`src/include/core_exc_pkg.sv`:
```
/*
 * shared constants and carriers for the core exception/priority control block.
 * assumes an apb slave with 32-bit data; registers are 16 bits in the low half.
 */
package core_exc_pkg;
    // register byte offsets
    localparam logic [11:0] CORE_CONTROL_OFS      = 12'h000;
    localparam logic [11:0] INTR_CONTROL_ONE_OFS  = 12'h004;
    localparam logic [11:0] PROC_STATUS_OFS       = 12'h008;

    // core_control field positions
    localparam int VAR_LATENCY_POS   = 15;
    localparam int SIGN_MODE_1_POS   = 13;
    localparam int SIGN_MODE_0_POS   = 12;
    localparam int EARLY_EXIT_POS    = 11;
    localparam int LOOP_DEPTH_LSB    = 8;
    localparam int ACC_A_SAT_POS     = 7;
    localparam int ACC_B_SAT_POS     = 6;
    localparam int SPACE_SAT_POS     = 5;
    localparam int SAT_STYLE_POS     = 4;
    localparam int PRIO_TOP_POS      = 3;
    localparam int ACTIVE_ACC_POS    = 2;
    localparam int ROUND_SEL_POS     = 1;
    localparam int INT_FRAC_POS      = 0;

    // interrupt_control_one field positions
    localparam int NEST_DIS_POS      = 15;
    localparam int OVA_FLAG_POS      = 14;
    localparam int OVB_FLAG_POS      = 13;
    localparam int COVA_FLAG_POS     = 12;
    localparam int COVB_FLAG_POS     = 11;

    // processor status priority field
    localparam int PRIO_LOW_LSB      = 5;

    // reset values and writable masks
    localparam logic [15:0] CORE_CONTROL_RST  = 16'h0020;
    localparam logic [15:0] CORE_CONTROL_WMSK = 16'hB8F3;
    localparam logic [15:0] INTR_ONE_RST      = 16'h0000;
    localparam logic [15:0] INTR_ONE_WMSK     = 16'hFFDE;
    localparam logic [15:0] INTR_FLAG_MSK     = 16'h7800;
    localparam logic [3:0]  PRIO_SEVEN        = 4'h7;

    // apb request carrier
    typedef struct packed {
        logic        sel;
        logic        enable;
        logic        write;
        logic [11:0] addr;
        logic [31:0] wdata;
    } apb_req_t;

    // trap cause event pulses
    typedef struct packed {
        logic accAOverflow;
        logic accBOverflow;
        logic accASevere;
        logic accBSevere;
    } trap_cause_t;
endpackage

```
`src/design/sticky_flag.sv`:
```
/*
 * one sticky flag: hardware sets, software clears by writing 0.
 * assumes set and clear come from logic on the same clock.
 */
`timescale 1ns/100ps
module sticky_flag
(
    input  wire logic clock,      // system clock
    input  wire logic sys_rst,    // synchronous reset, active high
    input  wire logic setPulse,   // hardware event
    input  wire logic clearPulse, // software write of 0
    output logic      flag        // sticky state
);
    typedef struct packed {
        logic flag;
    } flag_state_t;

    flag_state_t state_reg;
    flag_state_t state_next;

    // set wins over a clear in the same cycle so no event is lost
    always_comb
    begin
        state_next = state_reg;
        if (setPulse)
            state_next.flag = 1'b1;
        else if (clearPulse)
            state_next.flag = 1'b0;
    end

    always_ff @(posedge clock)
    begin
        if (sys_rst)
            state_reg <= '0;
        else
            state_reg <= state_next;
    end

    assign flag = state_reg.flag;
endmodule

```
`src/design/core_exception_priority_control.sv`:
```
/*
 * core exception and interrupt-priority control registers behind an apb slave.
 * assumes the core drives trap cause pulses, loop depth, active accumulator and
 * priority updates on the same clock; apb master on the same clock.
 */
// Behaviour
// - A latency-control bit selects variable (1) or fixed (0) exception latency and resets to 0.
// - The upper priority bit reads 1 when the full priority level exceeds 7, else 0.
// - The four-bit priority is the upper bit above the three low bits of the processor status register.
// - The core control register resets to zero except the data-space-write saturation enable, which resets to 1.
// - The nesting-disable control blocks interrupt preemption when 1, allows it when 0, and resets to 0.
// - Separate flags record overflow of A, overflow of B, severe overflow of A and severe overflow of B.
`timescale 1ns/100ps
module core_exception_priority_control
    import core_exc_pkg::*;
(
    input  wire logic        clock,          // 10 MHz system clock
    input  wire logic        sys_rst,        // synchronous reset, active high
    input  wire logic        psel,           // apb select
    input  wire logic        penable,        // apb access phase
    input  wire logic        pwrite,         // apb direction
    input  wire logic [11:0] paddr,          // apb byte address
    input  wire logic [31:0] pwdata,         // apb write data
    output logic      [31:0] prdata,         // apb read data
    output logic             pready,         // apb ready
    output logic             pslverr,        // apb error
    input  wire trap_cause_t trapCause,      // one-cycle trap cause pulses
    input  wire logic [2:0]  loopDepth,      // live loop nesting depth
    input  wire logic        activeAcc,      // live active accumulator
    input  wire logic        prioLoad,       // core loads a new priority
    input  wire logic [3:0]  prioLoadValue,  // priority to load
    input  wire logic        irqPending,     // an interrupt request is waiting
    input  wire logic [3:0]  irqLevel,       // level of the waiting request
    input  wire logic        inService,      // an interrupt is being serviced
    output logic             variableLatency,// exception latency mode
    output logic [3:0]       cpuPriority,    // four-bit priority level
    output logic             preemptAllowed, // waiting request may preempt
    output logic             nestingDisabled // nesting control
);
    typedef struct packed {
        logic [15:0] coreCtl;
        logic        nestDis;
        logic [15:0] intrOther;
        logic [2:0]  prioLow;
        logic [31:0] rdata;
    } exc_state_t;

    exc_state_t  state_reg;
    exc_state_t  state_next;
    apb_req_t    req;
    logic        wrAccess;
    logic        rdAccess;
    logic        hitCore;
    logic        hitIntr;
    logic        hitStat;
    logic        prioTop;
    logic [3:0]  flags;
    logic [15:0] coreView;
    logic [15:0] intrView;

    assign req = '{sel: psel, enable: penable, write: pwrite, addr: paddr, wdata: pwdata};
    assign hitCore  = req.addr == CORE_CONTROL_OFS;
    assign hitIntr  = req.addr == INTR_CONTROL_ONE_OFS;
    assign hitStat  = req.addr == PROC_STATUS_OFS;
    assign wrAccess = req.sel && req.enable && req.write;
    assign rdAccess = req.sel && !req.enable && !req.write;

    // trap cause flags, each one sticky cell; a write of 0 clears it
    localparam int FLAG_POS [4] = '{OVA_FLAG_POS, OVB_FLAG_POS, COVA_FLAG_POS, COVB_FLAG_POS};
    logic [3:0] causeSet;
    assign causeSet = {trapCause.accAOverflow, trapCause.accBOverflow, trapCause.accASevere, trapCause.accBSevere};
    // set beats a same-cycle clear inside each cell, so a trap during the handler's write is kept
    genvar g;
    generate
        for (g = 0; g < 4; g++)
        begin : g_flag
            sticky_flag u_flag
            (
                .clock      (clock),
                .sys_rst    (sys_rst),
                .setPulse   (causeSet[3-g]),
                .clearPulse (wrAccess && hitIntr && !req.wdata[FLAG_POS[g]]),
                .flag       (flags[3-g])
            );
        end
    endgenerate

    // upper priority bit follows the level held in the core control register
    assign prioTop = state_reg.coreCtl[PRIO_TOP_POS];
    assign cpuPriority = {prioTop, state_reg.prioLow};

    // live read-only fields are folded into the view instead of stored
    always_comb
    begin
        coreView = state_reg.coreCtl;
        coreView[LOOP_DEPTH_LSB +: 3] = loopDepth;
        coreView[ACTIVE_ACC_POS] = activeAcc;
        intrView = state_reg.intrOther & ~INTR_FLAG_MSK;
        intrView[NEST_DIS_POS] = state_reg.nestDis;
        intrView[OVA_FLAG_POS] = flags[3];
        intrView[OVB_FLAG_POS] = flags[2];
        intrView[COVA_FLAG_POS] = flags[1];
        intrView[COVB_FLAG_POS] = flags[0];
    end

    // register writes, priority loads and read data capture
    always_comb
    begin
        state_next = state_reg;
        if (prioLoad)
        begin
            state_next.prioLow = prioLoadValue[2:0];
            state_next.coreCtl[PRIO_TOP_POS] = prioLoadValue > PRIO_SEVEN;
        end
        if (wrAccess && hitCore)
        begin
            state_next.coreCtl = (req.wdata[15:0] & CORE_CONTROL_WMSK)
                               | (state_reg.coreCtl & ~CORE_CONTROL_WMSK);
            state_next.coreCtl[PRIO_TOP_POS] = state_reg.coreCtl[PRIO_TOP_POS]
                                             & req.wdata[PRIO_TOP_POS];
            state_next.coreCtl[LOOP_DEPTH_LSB +: 3] = 3'h0;
            state_next.coreCtl[ACTIVE_ACC_POS] = 1'b0;
            state_next.coreCtl[14] = 1'b0;
        end
        if (wrAccess && hitIntr)
        begin
            state_next.nestDis   = req.wdata[NEST_DIS_POS];
            state_next.intrOther = req.wdata[15:0] & INTR_ONE_WMSK & ~INTR_FLAG_MSK;
        end
        if (wrAccess && hitStat)
            state_next.prioLow = req.wdata[PRIO_LOW_LSB +: 3];
        if (rdAccess)
        begin
            state_next.rdata = 32'h0000_0000;
            if (hitCore)
                state_next.rdata[15:0] = coreView;
            else if (hitIntr)
                state_next.rdata[15:0] = intrView;
            else if (hitStat)
                state_next.rdata[PRIO_LOW_LSB +: 3] = state_reg.prioLow;
        end
    end

    // single state register; reset puts saturation enable at 1
    always_ff @(posedge clock)
    begin
        if (sys_rst)
        begin
            state_reg         <= '0;
            state_reg.coreCtl <= CORE_CONTROL_RST;
        end
        else
            state_reg <= state_next;
    end

    // apb answers in the access cycle; unmapped addresses raise pslverr
    // no wait states: every register is a flop, so the slave never needs to stall
    assign pready  = 1'b1;
    assign pslverr = req.sel && req.enable && !(hitCore || hitIntr || hitStat);
    assign prdata  = state_reg.rdata;

    assign variableLatency = state_reg.coreCtl[VAR_LATENCY_POS];
    assign nestingDisabled = state_reg.nestDis;
    // preemption needs a higher level, and is blocked while an interrupt is in service and nesting is off
    assign preemptAllowed  = irqPending && (irqLevel > cpuPriority)
                           && !(inService && state_reg.nestDis);
endmodule

```
`config.mk`:
```
export PLATFORM = sky130hd
export DESIGN_NAME = core_exception_priority_control
export DESIGN_NICKNAME = d
export VERILOG_FILES = /design/src/include/core_exc_pkg.sv /design/src/design/sticky_flag.sv /design/src/design/core_exception_priority_control.sv
export SDC_FILE = /design/constraint.sdc
export NUM_CORES = 1
export LEC_CHECK = 0
export ABC_AREA = 1
export BUFFER_PORTS_ARGS = -buffer_cell sky130_fd_sc_hd__buf_2
export CAP_MARGIN = 20
export CORE_AREA = 5 5 88 90
export DETAILED_ROUTE_END_ITERATION = 16
export DIE_AREA = 0 0 93 95
export PLACE_DENSITY = 0.71
export SYNTH_ARGS = -nofsm -noshare
export SYNTH_HDL_FRONTEND = slang
export SYNTH_SLANG_ARGS = --single-unit
```
`constraint.sdc`:
```
create_clock -name clock -period 2 [get_ports clock]
set_clock_uncertainty 0.2 [all_clocks]
set_input_delay 0.4 -clock clock [delete_from_list [all_inputs] [get_ports clock]]
set_output_delay 0.4 -clock clock [all_outputs]
set_load 0.05 [all_outputs]
```
# Word level (Yosys, flattened, before mapping)
# Cells that the tools add are included.
# totals
out_inout_bits,41
reg_bits,44
elab_cells,65
# op_classes
n_eq_ne,2
n_reduce_logical,32
n_mux,17
magnitude_cmp,2
bitwise,2
# ops
cell,n
16-bit two-way mux,1
16-bit by 4-bit bitwise OR with 16-bit output,1
1-bit logical AND,15
"12-bit by 3-bit equality test with 1-bit output, second input constant",1
"12-bit by 4-bit equality test with 1-bit output, second input constant",1
12-bit zero test,1
3-bit two-way mux,4
2-bit nonzero test,6
1-bit two-way mux,9
1-bit zero test,8
8-bit two-way mux,1
5-bit two-way mux,1
"4-bit by 3-bit > comparator with 1-bit output, second input constant",1
4-bit > comparator,1
4-bit two-way mux,1
1-bit logical OR,2
1-bit AND,1

# Logic depth before layout (Yosys ltp)
# logic_depth
depth_word,6
depth_mapped,10

# By module
# From an unflattened synthesis, not the netlist that was laid out.
# unflattened
hier_cells,322
hier_area_um2,2381.0
# by_module_without_submodules
module,n_inst,area_per_inst_um2,seq_area_each_um2,cells_per_inst
core_exception_priority_control,1,2220.9,800.8,302
sticky_flag,4,40.0,20.0,5

# Least setup slack after synthesis
# Ideal clock, no wire load.
# synth_path
path_kind,register to output
startpoint,register state_reg (netlist bit cpuPriority[1])
endpoint,output port preemptAllowed
required_time_ns,1.400
path_buffers,0
arrival_time_ns,2.023
stages_incl_launch_ff,7
path_slack_ns,-0.623
cell_sequence,dfxtp_1 > inv_1 > ha_1 > inv_1 > o21bai_1 > nand3_1 > a21oi_1
# synth_via
elab_chain_cells,3
# synth_rtl
item,line,rtl
start: declaration,core_exception_priority_control.sv:48,exc_state_t state_reg;
start signal: assignment,core_exception_priority_control.sv:153,state_reg <= state_next;
4-bit > comparator,core_exception_priority_control.sv:165,assign preemptAllowed = irqPending && (irqLevel > cpuPriority)
1-bit logical AND,core_exception_priority_control.sv:165,
1-bit logical AND,core_exception_priority_control.sv:166,&& !(inService && state_reg.nestDis);
end: declaration,core_exception_priority_control.sv:37,"output logic preemptAllowed,"
# No other way between the ends.

# Worst setup path after layout
# Ends and elaborated chain as after synthesis.

==> flow_metrics.py <==
metrics = {
    "global_routing": {
        "grt_pass1_vias": 2177,
        "grt_usage_pct": 13.7,
        "antenna_found_initial": 0,
        "grt_pass1_wl_mm": 9.74,
        "globalRoute.totalOverflow": 0,
        "grt_max_degree": 31,
    },
    "logic_synthesis": {
        "ys_types": 25,
        "yosysSeqAreaShare_pct": 38.2,
        "synth.cell_area_um2": 2300,
        "synth_most_common_cell": "nand2_1",
        "ys_warn_count": 0,
        "synth_ff_type": "dfxtp_1",
        "synth_common_cells": "nand2_1, inv_1, dfxtp_1, nor2_1, nand3_1",
        "syn_inst": 338,
        "netlist.top_cell.by_area": "dfxtp_1",
        "async_flop_share_pct": 0,
        "synth.top_cell.area_share_pct": 38.2,
        "synth_edf_count": 0,
        "synth.area.top_cells": "dfxtp_1, nand2_1, inv_1, nand3_1, buf_4",
        "synth_seq_cells": 44,
        "synth.avg_cell_area_um2": 6.81,
    },
    "hold_path": {
        "hp-class": "input port to flop",
        "whs_path_depth": 3,
    },
    "power_and_ir_drop": {
        "powerDensity_nw_per_um2": 677,
        "swShare_pct": 29.2,
        "combPwrFrac_pct": 19.1,
        "seqPwrFrac_pct": 46.9,
        "irDropWorstVdd_mv": 0.372,
        "p_sw_mw": 0.568,
        "pwr-share-clk_pct": 34.1,
        "p_leak_nw": 1.44,
        "power.internal_mw": 1.38,
    },
    "sta": {
        "hold_viol_final": 0,
        "fin_ws_ps": -155,
        "worst_pin_slew_ps": 517,
        "rsz0062_at_grt": "true",
        "fin_crit_ps": 2150,
        "period_share_pct": 108,
        "slew_viol_final": 0,
        "setup_viol": 1,
        "setup_tns_ps": -155,
        "fmax_ghz": 0.464,
        "relSlewSlack_pct": 65.5,
        "hold_ws_ps": 134,
    },
    "job": {
        "drv_cap": 0,
    },
    "clocking": {
        "cts_buffers": 5,
        "cts_setup_buffers": 0,
        "clockRootBuffer": "clkbuf_8",
        "cts_tree": "done",
        "cts_num_sinks": 44,
        "cts_max_path_buffers": 2,
        "clkTransAtPathRegs_ps": 80,
        "cts_max_level": 2,
        "clock_latency_ps": 290,
    },
    "route": {
        "ant_nets": 0,
        "vias": 2241,
        "detail_route.vias_per_cell": 4.53,
        "routed_wl_mm": 5.84,
        "routedWlPerCell_um": 11.8,
        "first_pass_iters": 4,
        "drcViolationCount": 0,
        "drt-initial-drc-count": 103,
    },
    "floorplan": {
        "start_util_pct": 33.0,
        "die_h_um": 95,
        "std_cell_rows": 31,
        "die_w_um": 93,
        "dieArea_um2": 8840,
        "io-pin-count": 109,
        "core_region_area_um2": 6980,
    },
    "run_status": {
        "outcome": "finished with violations",
        "violations": "setup timing",
    },
    "place": {
        "globalplace.congestion": 0.804,
        "dp_hpwl_mm": 4.32,
        "placed_area_um2": 2740,
        "portBuffers": 75,
    },
    "final_layout": {
        "area_growth_pct": 24.8,
        "fin_area_um2": 2880,
        "finish.net_count": 484,
        "n_antenna_cell": 0,
        "post-route-util_pct": 41.2,
        "layout-drive-gt1-share_pct": 26.4,
    },
    "worst_setup_path": {
        "cp.arrival_ps": 1550,
        "start_kind": "flop",
        "critPathKind": "flop to output pin",
        "cp-end-kind": "output pin",
        "r2r_cells": 4,
        "crit_required_ps": 1400,
        "path_max_fanout": 3,
    },
}
timing repair:
| action | 4_1_cts | 5_1_grt |
|---|---|---|
| setup endpoints to repair | 1 | 1 |
| hold buffers | 0 | 0 |
| resized for setup | 6 | 0 |
per-layer routing:
metal	global-route usage, %	share of wire, %	wire length, µm	vias to the layer above
li1	-	-	-	1172
met1	16.3	43	2520	1004
met2	24.8	49	2890	56
met3	3.03	5.4	315	9
met4	4.03	2.0	117	0
met5	0	0	0	-
layout by cell type (no fill, tap or decap), drive strengths merged:
master  synthesis  routed
a21oi          29      29
buf            27      85
bufinv          0       1
clkbuf          6       6
clkinv          0       1
conb            2      17
dfxtp          44      44
ha              4       4
inv            51      51
nand2          58      58
nand3          36      36
nand4           4       4
nor2           47      47
o211ai          4       4
o21a            1       1
o21ai          23      23
o21bai          1       1
or2             1       1
per-stage QoR:
step / setup slack [ps] / cells / total power [mW]
finish: -155 / 495 / 1.95
global route: -257 / 495 / 2.04
CTS: -153 / 495 / 1.97
detailed placement: -81.0 / 487 / 1.29
global placement: -32.8 / 487 / 1.29
floorplan: -136 / 353 / 1.21
path summary, 6_finish.rpt:
path	slack (ps)	to	startpoint
worst max-delay path	-150	preemptAllowed	cpuPriority[1]$_SDFFE_PP0P_
worst min-delay path	130	g_flag[1].u_flag.flag$_SDFFE_PP0P_	trapCause[2]
worst max register to register	1010	prdata[3]$_SDFFE_PP0P_	cpuPriority[3]$_SDFFE_PP0P_
worst min register to register	250	intrView[2]$_SDFFE_PP0P_	intrView[2]$_SDFFE_PP0P_
worst max-delay path, stage by stage, from the launching register on:
cell and delay [ps]:
dfxtp_2 350, inv_2 50, ha_4 260, inv_2 30, o21bai_1 130, nand3_1 130
a21oi_4 150, buf_6 170
sequential cells by signal, summed over array words and instances (netlist names):
name / cells
cpuPriority: 4
g_flag.u_flag.flag: 4
intrView: 9
prdata: 16
coreView: 9
nestingDisabled: 1
variableLatency: 1
power groups by stage:
stage,registers (mW),logic (mW),clock network [mW]
CTS,0.912,0.372,0.684
floorplan,0.989,0.226,0
global placement,0.931,0.356,0
global route,0.915,0.408,0.717
finish,0.912,0.371,0.663
detailed placement,0.932,0.361,0
final cells by class:
cell class,count,area [µm²]
Multi-Input combinational cell,225,1110
Inverter,51,191
Clock buffer,6,72.6
Sequential cell,44,882
Timing Repair Buffer,85,482
Clock inverter,2,35.0
Tap cell,82,103
Fill cell,747,4110
kinds of logic after synthesis:
logic type / synth area share (%)
buf+inv: 17.7
flops: 38.2
fa+ha+maj: 2.17
compound gates: 13.3
other cells: 0.326
simple gates: 28.3
(Power assumes the default switching activity.)
